$ cat src/spc_pkg.sv
// Shared constants for the speech frame parameter codec.
package spc_pkg;
  // Timing: system clock, sample rate, frame length
  localparam int unsigned CLK_HZ = 10_000_000;
  localparam int unsigned SAMPLE_HZ = 8_000;
  localparam int unsigned TICK_CYC = CLK_HZ / SAMPLE_HZ;
  localparam int unsigned FRAME_MS = 20;
  localparam int unsigned FRAME_SAMPLES = SAMPLE_HZ * FRAME_MS / 1000;
  localparam int unsigned SUB_SAMPLES = 40;
  // Coded frame layout
  localparam int unsigned FRAME_WORDS = 76;
  localparam int unsigned LAR_WORDS = 8;
  localparam int unsigned SUB_WORDS = 17;
  localparam int unsigned PULSES = 13;
  localparam int unsigned SUBFRAMES = 4;
  localparam int unsigned W_LAR_TOP = 6;
  localparam int unsigned W_LAG = 7;
  localparam int unsigned W_GAIN = 2;
  localparam int unsigned W_GRID = 2;
  localparam int unsigned W_AMP = 6;
  localparam int unsigned W_PULSE = 3;
  // Subframe word positions
  localparam logic [4:0] SP_LAG = 5'h00;
  localparam logic [4:0] SP_GAIN = 5'h01;
  localparam logic [4:0] SP_GRID = 5'h02;
  localparam logic [4:0] SP_AMP = 5'h03;
  // PCM word format: 13-bit sample over 3 padding bits
  localparam int unsigned PCM_PAD = 3;
  // Lag range of an error-free channel
  localparam logic [15:0] LAG_MIN = 16'h0028;
  localparam logic [15:0] LAG_MAX = 16'h0078;
  // Log-area to reflection coefficient breakpoints
  localparam logic [15:0] RC_BRK1 = 16'h2b33;
  localparam logic [15:0] RC_BRK2 = 16'h4e66;
  localparam logic [15:0] RC_OFS = 16'h6600;
  // Register byte offsets
  localparam logic [7:0] REG_CTRL = 8'h00;
  localparam logic [7:0] REG_STATUS = 8'h04;
  localparam logic [7:0] REG_ACF = 8'h08;
  localparam logic [7:0] REG_MAXABS = 8'h0c;
  localparam logic [7:0] REG_INTERPOLATED_LOG_AREA = 8'h10;
  localparam logic [7:0] REG_RC = 8'h14;
  localparam logic [7:0] REG_CMP = 8'h18;
  localparam logic [7:0] REG_CMPRES = 8'h1c;
  // Register fields and reset values
  localparam int unsigned CTRL_DEC_EN = 0;
  localparam int unsigned CTRL_CLR = 1;
  localparam int unsigned ST_LAG = 0;
  localparam int unsigned ST_BUSY = 1;
  localparam int unsigned ST_FULL = 2;
  localparam int unsigned ST_LAG_LSB = 8;
  localparam logic CTRL_DEC_EN_RST = 1'b0;
  // AXI responses
  localparam logic [1:0] RESP_OK = 2'b00;
  localparam logic [1:0] RESP_SLVERR = 2'b10;
endpackage : spc_pkg

$ cat src/spc_core.sv
// Speech frame parameter codec: framing, checkpoints, register slave.
//
// Summary of operation
// [RL1] Encoder takes upper 13 bits of input
// [RL2] Decoder output left justified, low bits zero
// [RL3] Eight log-area codes, widths 6,6,5,5,4,4,3,3
// [RL4] Subframe: 7-bit lag, 2-bit gain, 2-bit grid
// [RL5] Then 6-bit amplitude and thirteen 3-bit pulses
// [RL6] Any lag 0..127 accepted, out-of-range flagged
// [RL7] Autocorrelation sums all 160 samples
// [RL8] Early exit only on strictly less
// [RL9] Breakpoints 11059 and 20070 used exactly
// [RL10] Scaling search covers all 40 samples
// [RL11] Frame is 76 words, 20 ms
// [RL12] Samples move at 8 kHz continuously
// [RL13] State reset sets every codec variable
// [RL14] 16-bit arithmetic saturates, never wraps; lar_to_rc wraps for magnitudes of 26624 and up
// [RL15] Frames played in order without gaps
//
// The placing of the registers and the AXI4-Lite register port were decided locally.
`timescale 1ns/1ns
module spc_core #(
  parameter int unsigned TICK = spc_pkg::TICK_CYC
) (
  // Clock, enable, reset
  input wire logic clk_i,
  input wire logic ce_i,
  input wire logic rst_n_i,
  // Encoder PCM input stream
  input wire logic pcm_in_valid_i,
  input wire logic [15:0] pcm_in_data_i,
  // Coded parameter input stream
  input wire logic param_valid_i,
  input wire logic [15:0] param_word_i,
  output logic param_ready_o,
  // Decoder PCM output stream
  output logic pcm_out_valid_o,
  output logic [15:0] pcm_out_data_o,
  // AXI4-Lite write channels
  input wire logic s_axi_awvalid_i,
  input wire logic [7:0] s_axi_awaddr_i,
  output logic s_axi_awready_o,
  input wire logic s_axi_wvalid_i,
  input wire logic [31:0] s_axi_wdata_i,
  input wire logic [3:0] s_axi_wstrb_i,
  output logic s_axi_wready_o,
  output logic s_axi_bvalid_o,
  output logic [1:0] s_axi_bresp_o,
  input wire logic s_axi_bready_i,
  // AXI4-Lite read channels
  input wire logic s_axi_arvalid_i,
  input wire logic [7:0] s_axi_araddr_i,
  output logic s_axi_arready_o,
  output logic s_axi_rvalid_o,
  output logic [31:0] s_axi_rdata_o,
  output logic [1:0] s_axi_rresp_o,
  input wire logic s_axi_rready_i
);
  import spc_pkg::*;

  // Saturating absolute value; the most negative code maps to max
  function automatic logic [15:0] sat_abs(input logic [15:0] v);
    if (v == 16'h8000) return 16'h7fff; // RL14
    return v[15] ? 16'(-v) : v;
  endfunction : sat_abs

  // Interpolated log-area to reflection coefficient
  function automatic logic [15:0] lar_to_rc(input logic [15:0] v);
    logic [15:0] t;
    t = sat_abs(v);
    if (t < RC_BRK1) t = {t[14:0], 1'b0}; // RL9
    else if (t < RC_BRK2) t = 16'(t + RC_BRK1); // RL9
    else t = 16'((t >> 2) + RC_OFS);
    return v[15] ? 16'(-t) : t;
  endfunction : lar_to_rc

  // Merge write data under byte strobes
  function automatic logic [31:0] strb_merge(input logic [31:0] o,
      input logic [31:0] d, input logic [3:0] s);
    logic [31:0] r;
    r = o;
    for (int b = 0; b < 4; b++) if (s[b]) r[8*b +: 8] = d[8*b +: 8];
    return r;
  endfunction : strb_merge

  // Field width of word by frame position
  function automatic int unsigned fld_w(input logic lar,
      input logic [6:0] idx, input logic [4:0] sp);
    if (lar) return W_LAR_TOP - int'(idx[2:1]); // RL3
    unique case (sp)
      SP_LAG: return W_LAG; // RL4
      SP_GAIN: return W_GAIN;
      SP_GRID: return W_GRID;
      SP_AMP: return W_AMP; // RL5
      default: return W_PULSE;
    endcase
  endfunction : fld_w

  // Register state
  logic dec_en_ff; // Enables parameter intake; playback of a collected frame is not gated
  logic clr_ff; // One-cycle codec state reset from software
  logic lag_flag_ff; // Sticky: lag outside error-free range
  logic col_full_ff; // A whole frame waits for playback
  logic play_busy_ff; // Frame being played
  logic [6:0] last_lag_ff; // Most recent received_lag
  logic [31:0] acf_ff; // Zero-lag autocorrelation of last segment
  logic [15:0] maxabs_ff; // Largest magnitude in last subframe
  logic [15:0] interpolated_log_area_ff; // interpolated_log_area
  logic [31:0] cmp_ff; // Comparator operands
  logic [15:0] rc_w; // reflection_coeff view
  logic cmp_exit_w; // Early-exit decision
  logic st_clr; // Codec state clear, hardware or software

  assign st_clr = !rst_n_i || clr_ff; // RL13
  assign rc_w = lar_to_rc(interpolated_log_area_ff);
  assign cmp_exit_w = $signed({cmp_ff[15], cmp_ff[15:0]}) <
                      $signed({1'b0, sat_abs(cmp_ff[31:16])}); // RL8

  // AXI slave state
  logic aw_got_ff, w_got_ff;
  logic [7:0] awaddr_ff;
  logic [31:0] wdata_ff;
  logic [3:0] wstrb_ff;
  logic wr_go;

  assign wr_go = aw_got_ff && w_got_ff && !s_axi_bvalid_o;

  // Write address and data taken in either order, one write at a time
  always_ff @(posedge clk_i) begin
    if (!rst_n_i) begin
      aw_got_ff <= 1'b0;
      w_got_ff <= 1'b0;
      awaddr_ff <= 8'h00;
      wdata_ff <= 32'h0000_0000;
      wstrb_ff <= 4'h0;
      s_axi_awready_o <= 1'b1;
      s_axi_wready_o <= 1'b1;
      s_axi_bvalid_o <= 1'b0;
      s_axi_bresp_o <= RESP_OK;
    end else if (ce_i) begin
      if (s_axi_awvalid_i && s_axi_awready_o) begin
        aw_got_ff <= 1'b1;
        awaddr_ff <= s_axi_awaddr_i;
        s_axi_awready_o <= 1'b0;
      end
      if (s_axi_wvalid_i && s_axi_wready_o) begin
        w_got_ff <= 1'b1;
        wdata_ff <= s_axi_wdata_i;
        wstrb_ff <= s_axi_wstrb_i;
        s_axi_wready_o <= 1'b0;
      end
      if (wr_go) begin
        aw_got_ff <= 1'b0;
        w_got_ff <= 1'b0;
        s_axi_bvalid_o <= 1'b1;
        // Unmapped or read-only offsets answer with slave error
        s_axi_bresp_o <= (awaddr_ff == REG_CTRL ||
                          awaddr_ff == REG_STATUS ||
                          awaddr_ff == REG_INTERPOLATED_LOG_AREA ||
                          awaddr_ff == REG_CMP) ? RESP_OK : RESP_SLVERR;
      end else if (s_axi_bvalid_o && s_axi_bready_i) begin
        s_axi_bvalid_o <= 1'b0;
        s_axi_awready_o <= 1'b1;
        s_axi_wready_o <= 1'b1;
      end
    end
  end

  // Software-written registers
  always_ff @(posedge clk_i) begin
    if (!rst_n_i) begin
      dec_en_ff <= CTRL_DEC_EN_RST;
      clr_ff <= 1'b0;
      interpolated_log_area_ff <= 16'h0000;
      cmp_ff <= 32'h0000_0000;
    end else if (ce_i) begin
      clr_ff <= 1'b0; // Self-clearing strobe
      if (wr_go) begin
        unique case (awaddr_ff)
          REG_CTRL: begin
            if (wstrb_ff[0]) begin
              dec_en_ff <= wdata_ff[CTRL_DEC_EN];
              clr_ff <= wdata_ff[CTRL_CLR];
            end
          end
          REG_INTERPOLATED_LOG_AREA: interpolated_log_area_ff <= 16'(strb_merge({16'h0000, interpolated_log_area_ff},
                                              wdata_ff, wstrb_ff));
          REG_CMP: cmp_ff <= strb_merge(cmp_ff, wdata_ff, wstrb_ff);
          default: ;
        endcase
      end
    end
  end

  // Read channel: data captured at address handshake
  always_ff @(posedge clk_i) begin
    if (!rst_n_i) begin
      s_axi_arready_o <= 1'b1;
      s_axi_rvalid_o <= 1'b0;
      s_axi_rdata_o <= 32'h0000_0000;
      s_axi_rresp_o <= RESP_OK;
    end else if (ce_i) begin
      if (s_axi_arvalid_i && s_axi_arready_o) begin
        s_axi_arready_o <= 1'b0;
        s_axi_rvalid_o <= 1'b1;
        s_axi_rresp_o <= RESP_OK;
        unique case (s_axi_araddr_i)
          REG_CTRL: s_axi_rdata_o <= {31'h0, dec_en_ff};
          REG_STATUS: s_axi_rdata_o <= {17'h0, last_lag_ff, 5'h0,
              col_full_ff, play_busy_ff, lag_flag_ff};
          REG_ACF: s_axi_rdata_o <= acf_ff;
          REG_MAXABS: s_axi_rdata_o <= {16'h0000, maxabs_ff};
          REG_INTERPOLATED_LOG_AREA: s_axi_rdata_o <= {16'h0000, interpolated_log_area_ff};
          REG_RC: s_axi_rdata_o <= {16'h0000, rc_w};
          REG_CMP: s_axi_rdata_o <= cmp_ff;
          REG_CMPRES: s_axi_rdata_o <= {31'h0, cmp_exit_w};
          default: begin
            s_axi_rdata_o <= 32'h0000_0000;
            s_axi_rresp_o <= RESP_SLVERR;
          end
        endcase
      end else if (s_axi_rvalid_o && s_axi_rready_i) begin
        s_axi_rvalid_o <= 1'b0;
        s_axi_arready_o <= 1'b1;
      end
    end
  end

  // Encoder checkpoints: segment energy and subframe peak
  logic [7:0] eidx_ff; // Sample index within 160-sample segment
  logic [5:0] epos_ff; // Sample index within 40-sample subframe
  logic [31:0] eacc_ff; // Running sum of squares
  logic [15:0] emax_ff; // Running peak magnitude
  logic signed [12:0] esmp; // 13-bit sample
  logic [25:0] esq; // Its square
  logic [32:0] esum; // Unsaturated accumulation
  logic [15:0] eabs; // Saturated magnitude of the 16-bit view

  assign esmp = pcm_in_data_i[15:PCM_PAD]; // RL1
  assign esq = 26'(esmp * esmp);
  assign esum = {1'b0, eacc_ff} + {7'h00, esq};
  assign eabs = sat_abs({esmp, 3'b000});

  always_ff @(posedge clk_i) begin
    if (st_clr) begin
      eidx_ff <= 8'h00;
      epos_ff <= 6'h00;
      eacc_ff <= 32'h0000_0000;
      emax_ff <= 16'h0000;
      acf_ff <= 32'h0000_0000;
      maxabs_ff <= 16'h0000;
    end else if (ce_i && pcm_in_valid_i) begin
      // Saturate rather than wrap on a loud segment
      if (eidx_ff == 8'(FRAME_SAMPLES - 1)) begin
        acf_ff <= esum[32] ? 32'hffff_ffff : esum[31:0]; // RL7 RL14
        eacc_ff <= 32'h0000_0000;
        eidx_ff <= 8'h00;
      end else begin
        eacc_ff <= esum[32] ? 32'hffff_ffff : esum[31:0];
        eidx_ff <= 8'(eidx_ff + 8'h01);
      end
      if (epos_ff == 6'(SUB_SAMPLES - 1)) begin
        maxabs_ff <= (eabs > emax_ff) ? eabs : emax_ff; // RL10
        emax_ff <= 16'h0000;
        epos_ff <= 6'h00;
      end else begin
        emax_ff <= (eabs > emax_ff) ? eabs : emax_ff;
        epos_ff <= 6'(epos_ff + 6'h01);
      end
    end
  end

  // A state clear also moves these registers, so skip the edge after it
  a_acf_span: assert property (@(posedge clk_i) // RL7
    disable iff (st_clr)
    $changed(acf_ff) && !$past(st_clr) |-> $past(eidx_ff) == 8'h9f)
    else $error("segment energy latched before sample 159");
  a_peak_span: assert property (@(posedge clk_i) // RL10
    disable iff (st_clr)
    $changed(maxabs_ff) && !$past(st_clr) |-> $past(epos_ff) == 6'h27)
    else $error("subframe peak latched before sample 39");

  // Decoder intake: 76 words, each masked to its field width
  logic [6:0] widx_ff; // Word index in frame
  logic [4:0] sp_ff; // Word index in subframe
  logic [1:0] sb_ff; // Subframe number
  logic [3:0] cpi_ff; // Pulse index while collecting
  logic [15:0] last_word_ff; // Last word as accepted, masked
  logic [2:0] col_pulse [SUBFRAMES*PULSES]; // Collected pulse codes
  logic p_take, p_lar, lag_bad;
  logic [15:0] p_mask, p_word;

  assign p_take = param_valid_i && param_ready_o;
  assign p_lar = widx_ff < 7'(LAR_WORDS);
  assign p_mask = 16'((32'h1 << fld_w(p_lar, widx_ff, sp_ff)) - 32'h1);
  assign p_word = param_word_i & p_mask; // RL3 RL4 RL5
  assign lag_bad = p_word < LAG_MIN || p_word > LAG_MAX;

  always_ff @(posedge clk_i) begin
    if (st_clr) begin
      widx_ff <= 7'h00;
      sp_ff <= 5'h00;
      sb_ff <= 2'h0;
      cpi_ff <= 4'h0;
      last_word_ff <= 16'h0000;
      last_lag_ff <= 7'h00;
      for (int i = 0; i < SUBFRAMES*PULSES; i++) col_pulse[i] <= 3'h0;
    end else if (ce_i && p_take) begin
      last_word_ff <= p_word;
      if (!p_lar && sp_ff == SP_LAG) last_lag_ff <= p_word[6:0]; // RL6
      if (!p_lar && sp_ff > SP_AMP) begin
        col_pulse[sb_ff*PULSES + cpi_ff] <= p_word[2:0];
        cpi_ff <= 4'(cpi_ff + 4'h1);
      end
      if (widx_ff == 7'(FRAME_WORDS - 1)) begin
        widx_ff <= 7'h00; // RL11
        sp_ff <= 5'h00;
        sb_ff <= 2'h0;
        cpi_ff <= 4'h0;
      end else begin
        widx_ff <= 7'(widx_ff + 7'h01);
        if (!p_lar && sp_ff == 5'(SUB_WORDS - 1)) begin
          sp_ff <= 5'h00;
          sb_ff <= 2'(sb_ff + 2'h1);
          cpi_ff <= 4'h0;
        end else if (!p_lar) sp_ff <= 5'(sp_ff + 5'h01);
      end
    end
  end

  // Lag flag: every code accepted, out-of-range noted; set beats clear
  always_ff @(posedge clk_i) begin
    if (st_clr) lag_flag_ff <= 1'b0;
    else if (ce_i) begin
      if (p_take && !p_lar && sp_ff == SP_LAG && lag_bad)
        lag_flag_ff <= 1'b1; // RL6
      else if (wr_go && awaddr_ff == REG_STATUS && wstrb_ff[0] &&
               wdata_ff[ST_LAG]) lag_flag_ff <= 1'b0;
    end
  end

  a_lag_flag: assert property (@(posedge clk_i) // RL6
    disable iff (st_clr)
    ce_i && p_take && !p_lar && sp_ff == SP_LAG && p_word > LAG_MAX
    |=> lag_flag_ff)
    else $error("out-of-range lag not flagged");
  a_field_mask: assert property (@(posedge clk_i) // RL3
    disable iff (st_clr)
    ce_i && p_take && widx_ff < 7'h02 |=> last_word_ff[15:6] == 10'h000)
    else $error("log-area code wider than its field");
  a_state_clr: assert property (@(posedge clk_i) // RL13
    disable iff (!rst_n_i)
    clr_ff |=> widx_ff == 7'h00 && eidx_ff == 8'h00 && !lag_flag_ff)
    else $error("codec state not cleared by state reset");

  // Playback: 160 samples per frame, one per 8 kHz tick
  logic [10:0] tick_ff; // Sample period divider
  logic [7:0] samp_ff; // Output sample number
  logic [1:0] psub_ff; // Subframe of current sample
  logic [5:0] ppos_ff; // Position within subframe
  logic [1:0] ph_ff; // Three samples per pulse code
  logic [3:0] pidx_ff; // Pulse code index, held at last
  logic [2:0] play_pulse [SUBFRAMES*PULSES]; // Frame being played
  logic tick_w, load_w;
  logic [2:0] pcode;

  assign tick_w = tick_ff == 11'(TICK - 1); // RL12
  assign load_w = col_full_ff && !play_busy_ff;
  assign pcode = play_pulse[psub_ff*PULSES + pidx_ff];

  always_ff @(posedge clk_i) begin
    if (st_clr) tick_ff <= 11'h000;
    else if (ce_i) tick_ff <= tick_w ? 11'h000 : 11'(tick_ff + 11'h001);
  end

  // Intake ready: frames wait when the play copy is still busy
  always_ff @(posedge clk_i) begin
    if (st_clr) begin
      col_full_ff <= 1'b0;
      param_ready_o <= 1'b0;
    end else if (ce_i) begin
      if (p_take && widx_ff == 7'(FRAME_WORDS - 1)) begin
        col_full_ff <= 1'b1; // RL15
        param_ready_o <= 1'b0;
      end else if (load_w) begin
        col_full_ff <= 1'b0;
        param_ready_o <= dec_en_ff;
      end else param_ready_o <= dec_en_ff && !col_full_ff;
    end
  end

  always_ff @(posedge clk_i) begin
    if (st_clr) begin
      play_busy_ff <= 1'b0;
      samp_ff <= 8'h00;
      psub_ff <= 2'h0;
      ppos_ff <= 6'h00;
      ph_ff <= 2'h0;
      pidx_ff <= 4'h0;
      pcm_out_valid_o <= 1'b0;
      pcm_out_data_o <= 16'h0000;
      for (int i = 0; i < SUBFRAMES*PULSES; i++) play_pulse[i] <= 3'h0;
    end else if (ce_i) begin
      pcm_out_valid_o <= 1'b0;
      if (load_w) begin
        play_pulse <= col_pulse; // RL15
        play_busy_ff <= 1'b1;
      end else if (play_busy_ff && tick_w) begin
        pcm_out_valid_o <= 1'b1;
        // Coarse level from the pulse code, padded to 16 bits
        pcm_out_data_o <= {~pcode[2], pcode[1:0], 10'h000,
                           PCM_PAD'(0)}; // RL2
        ph_ff <= (ph_ff == 2'h2) ? 2'h0 : 2'(ph_ff + 2'h1);
        if (ph_ff == 2'h2 && pidx_ff != 4'(PULSES - 1))
          pidx_ff <= 4'(pidx_ff + 4'h1);
        if (ppos_ff == 6'(SUB_SAMPLES - 1)) begin
          ppos_ff <= 6'h00;
          ph_ff <= 2'h0;
          pidx_ff <= 4'h0;
          psub_ff <= 2'(psub_ff + 2'h1);
        end else ppos_ff <= 6'(ppos_ff + 6'h01);
        if (samp_ff == 8'(FRAME_SAMPLES - 1)) begin
          samp_ff <= 8'h00;
          play_busy_ff <= 1'b0;
        end else samp_ff <= 8'(samp_ff + 8'h01);
      end
    end
  end

  a_out_pad: assert property (@(posedge clk_i) // RL2
    disable iff (st_clr)
    pcm_out_valid_o |-> pcm_out_data_o[2:0] == 3'b000)
    else $error("decoder output padding bits not zero");
  a_frame_end: assert property (@(posedge clk_i) // RL11
    disable iff (st_clr)
    ce_i && p_take && widx_ff == 7'h4b |=> !param_ready_o && col_full_ff)
    else $error("76th word did not close the frame");
  a_tick_period: assert property (@(posedge clk_i) // RL12
    disable iff (st_clr)
    ce_i && tick_w |=> tick_ff == 11'h000 || !ce_i)
    else $error("sample divider did not wrap");
  a_out_order: assert property (@(posedge clk_i) // RL15
    disable iff (st_clr)
    pcm_out_valid_o |-> samp_ff == 8'($past(samp_ff) + 8'h01) ||
    (samp_ff == 8'h00 && $past(samp_ff) == 8'h9f))
    else $error("output sample skipped or repeated");
  a_early_exit: assert property (@(posedge clk_i) // RL8
    disable iff (!rst_n_i)
    cmp_ff[15:0] == sat_abs(cmp_ff[31:16]) |-> !cmp_exit_w)
    else $error("equal operands took the early exit");
  a_rc_break: assert property (@(posedge clk_i) // RL9
    disable iff (!rst_n_i)
    interpolated_log_area_ff == RC_BRK1 |-> rc_w == 16'h5666)
    else $error("first breakpoint misplaced");
endmodule : spc_core

$ cat config.mk
export PLATFORM = sky130hd
export DESIGN_NAME = spc_core
export DESIGN_NICKNAME = d
export VERILOG_FILES = /design/src/spc_pkg.sv /design/src/spc_core.sv
export SDC_FILE = /design/constraint.sdc
export NUM_CORES = 2
export LEC_CHECK = 0
export ABC_AREA = 1
export ABC_CLOCK_PERIOD_IN_PS = 9100
export BUFFER_PORTS_ARGS = -buffer_cell sky130_fd_sc_hd__buf_4
export CORE_AREA = 10 10 388 390
export CTS_BUF_LIST = sky130_fd_sc_hd__clkbuf_2 sky130_fd_sc_hd__clkbuf_4 sky130_fd_sc_hd__clkbuf_8
export DETAILED_ROUTE_END_ITERATION = 10
export DIE_AREA = 0 0 398 400
export PLACE_DENSITY = 0.36
export SYNTH_ARGS = -nofsm -noshare
export SYNTH_HDL_FRONTEND = slang
export SYNTH_SLANG_ARGS = --single-unit
$ cat constraint.sdc
create_clock -name clk_i -period 9.1 [get_ports clk_i]
set_input_delay 0.91 -clock clk_i [delete_from_list [all_inputs] [get_ports clk_i]]
set_output_delay 0.91 -clock clk_i [all_outputs]
set_load 0.005 [all_outputs]
==> results.md <==
- Clock transition at the registers of the reported paths: 0.06 ns
- Post-synth EDFFs: 0
- Switching share of power: 44.36%
- CTS Buf Count: 110
- Antenna-violating nets left: 0
- Cts hold-fix bufs: 0
- Cell Area, Synth: between 30000 and 40000 sq um
- Max cap viols: 1
- Clock sinks: 623
- Gr usage total: 14.67%
- Post_cts resized: 0
- Fillers: 15.83k
- Worst-Margin Slew: 1.477 ns
- Mean post-synth cell area: 7.327 sq um
- Slew margin rel.: -1.008%
- TritonRoute pass-1 iters: 5
- Sequential share of power: 21.6%
- First-pass GRT wire length: 183500 um
- Max Slew Vio Count: 1
- Crit path DAT: ~8.7 ns
- HPWL reported at the end of detailed placement: 83580 um
- Ys async rst share: 0%
- Placed Cells: ~6.7k
- CP max FO: 9
- Worst path max stage delay: 0.52 ns
- CP Data Required Time: between 9 and 10 ns
- Critical Path Slowest Stage Cell: fa_1
- Worst-skew pair later-pin latency: 0.81 ns
- Setup TNS: 0 ns
- Flops & latches, synth: 623
- Avg Vias per Cell: 4.514
- Initial antenna violation count: 2
- Die Wd: 398 um
- Setup Crit Path Kind: in -> reg
- Synth top area cells: dfxtp_1 (35%), fa_1 (8.2%), o21ai_0 (8.1%), nand2_1 (7.8%), a21oi_1 (7.5%)
- Fin cells: 6914
- Initial Util: 24.87%
- CTS root buf: clkbuf_8
- Switch Pwr: approximately 5.8 mW
- Clock skew: 0.04937 ns
- RSZ-0062 raised after global routing: no
- Synth Warn #: 0
- Pwr Total: 12.97 mW
- Core region area: 142800 sq um
- Die Ht: 400 um
- Nature of the critical path endpoint: flip-flop
- Total gr overflow: 0
- Clk pwr share: 22.4%
- Peak VDD IR: 406.5 uV
- CTS max path bufs: 3
- Maximum level of the CTS H-tree: 3
- Seq/Total Area, Yosys: 35.12%
- Min-delay worst type: in -> reg
- Prevailing post-synth register cell: dfxtp_1
- Library cells used by synthesis: 64
- Yosys top cell area share: 35.12%
- P_leak: 18.01 nW
- Vias in the first global route: 30.44k
- Wire per inst: 17.26 um
- WL final: 119400 um
- Gate power share: 55.9%
- GP Congestion: slightly below 0.8
- Total die area: 159200 sq um
- Final hold violations: 0
- Drt drc: 0
- Final setup vio count: 0
- Power Density: 316.8 nW/um^2
- Postcts setup bufs: 0
- Port Buffers: 131
- I/O Pins: 153
- Status: complete, but fails checks
- Largest net degree at the start of global routing: 118
- Post-Syn Instances: ~4.8k
- Layout cell share with drive strength beyond 1: ~10%
- Crit share post-route: 88.15%
- Via count: 31.21k
- Count leader, synth: nand2_1
- NumNets Final: approximately 5.3k
- Max frequency: 124.7 MHz
- Initial DRC Count: 1629
- Synth area leader: dfxtp_1
- Critical Path Source Type: primary input
- Failing checks: max-capacitance violations, max-slew violations
- Post-layout minimum cycle time: 8.022 ns
- Post-synth top cells: nand2_1 (734), inv_1 (637), dfxtp_1 (623), o21ai_0 (572), nor2_1 (545)
- Row cnt: roughly 140
- Syn-to-layout area delta: 15.25%
- CTS tree: yes
- Internal Power: a little over 7 mW
==> flip-flops by register name, summed over array words and instances (netlist names), 32 cells and up <==
signal and count:
col_pulse 156, acf_ff 32, s_axi_rdata_o 32, cmp_ff 32, play_pulse 156, wdata_ff 32, eacc_ff 32
==> worst max-delay path, delay by kind of cell <==
| family | cells | cell delay [ns] |
|---|---|---|
| fa+ha+maj | 8 | 3.50 |
| compound gates | 13 | 2.54 |
| simple gates | 7 | 0.98 |
| buf+inv | 7 | 0.62 |
| xor+xnor | 1 | 0.16 |
==> cells in the final DEF, fill, tap and decap left out, drive strengths merged, types with 27 or more instances in the layout <==
cell type / count
nand2: 758
inv: 651
dfxtp: 623
o21ai: 584
nor2: 556
a21oi: 536
nand3: 187
buf: 185
ha: 174
clkbuf: 171
fa: 145
nor3: 58
a211oi: 46
xor2: 45
o22ai: 38
xnor2: 30
clkinv: 27
==> power by group through the flow <==
stage / combinational, mW / sequential, mW / clock [mW]
after floorplan: 5.44 / 2.86 / 0
after global placement: 7.46 / 2.87 / 0
after detailed placement: 7.42 / 2.87 / 0
after CTS: 7.50 / 2.81 / 3.02
after global routing: 8.33 / 2.81 / 3.12
final: 7.25 / 2.81 / 2.91
==> through the flow <==
step | cell area (sq um) | util (%) | setup WS, ns | hold WS (ns)
2_1_floorplan | 35570 | - | 0.8721 | 0.4224
3_3_place_gp | 38450 | 26.93 | 0.2243 | 0.4339
3_5_place_dp | 38450 | 26.93 | 0.2276 | 0.4395
4_1_cts | 40920 | 28.66 | 1.042 | 0.3250
5_1_grt | 40920 | 28.66 | 0.4169 | 0.3650
6_report | 40920 | 28.66 | 1.078 | 0.4085
==> routing by layer <==
metal | wire [um] | GRT usage, % | share of wire (%)
met4 | 2469 | 3.501 | 2.1
met1 | 56940 | 19.70 | 48
met2 | 56280 | 24.79 | 47
met3 | 3669 | 1.928 | 3.1
met5 | 0 | 0 | 0
==> logic make-up (layout without fill, tap and decap cells) <==
logic type | Yosys count | in the layout | synth area share (%)
buf+inv | 891 | 1039 | 9.704
flops | 623 | 623 | 35.12
simple gates | 1633 | 1633 | 19.30
xor+xnor | 75 | 75 | 1.850
other cells | 1 | 18 | 0.01056
fa+ha+maj | 319 | 319 | 14.31
compound gates | 1304 | 1304 | 19.71
==> area by class of cell <==
| cell class | count | area [sq um] | share of cell area [%] |
|---|---|---|---|
| inverters | 651 | 2455 | 5.999 |
| clock inverters | 32 | 302.8 | 0.7399 |
| well taps | 1903 | 2381 | 5.818 |
| multi-input cells | 3348 | 19730 | 48.21 |
| flip-flops and latches | 623 | 12470 | 30.48 |
| repair buffers | 185 | 1414 | 3.455 |
| clock buffers | 171 | 2166 | 5.292 |
| diodes | 1 | 2.502 | 0.006115 |
==> path summary, 6_finish.rpt <==
check                                                  start               end  slack, ns  cells past startpoint
worst min-delay path                         s_axi_awvalid_i   s_axi_awready_o       0.41                      4
worst min register to register               play_pulse[137]   play_pulse[137]       0.45                      2
worst max-delay path                        pcm_in_data_i[5]       eacc_ff[31]       1.08                     36
worst max register to register  interpolated_log_area_ff[15]  s_axi_rdata_o[6]       4.58                     23
Power figures use the tool's default switching activity.
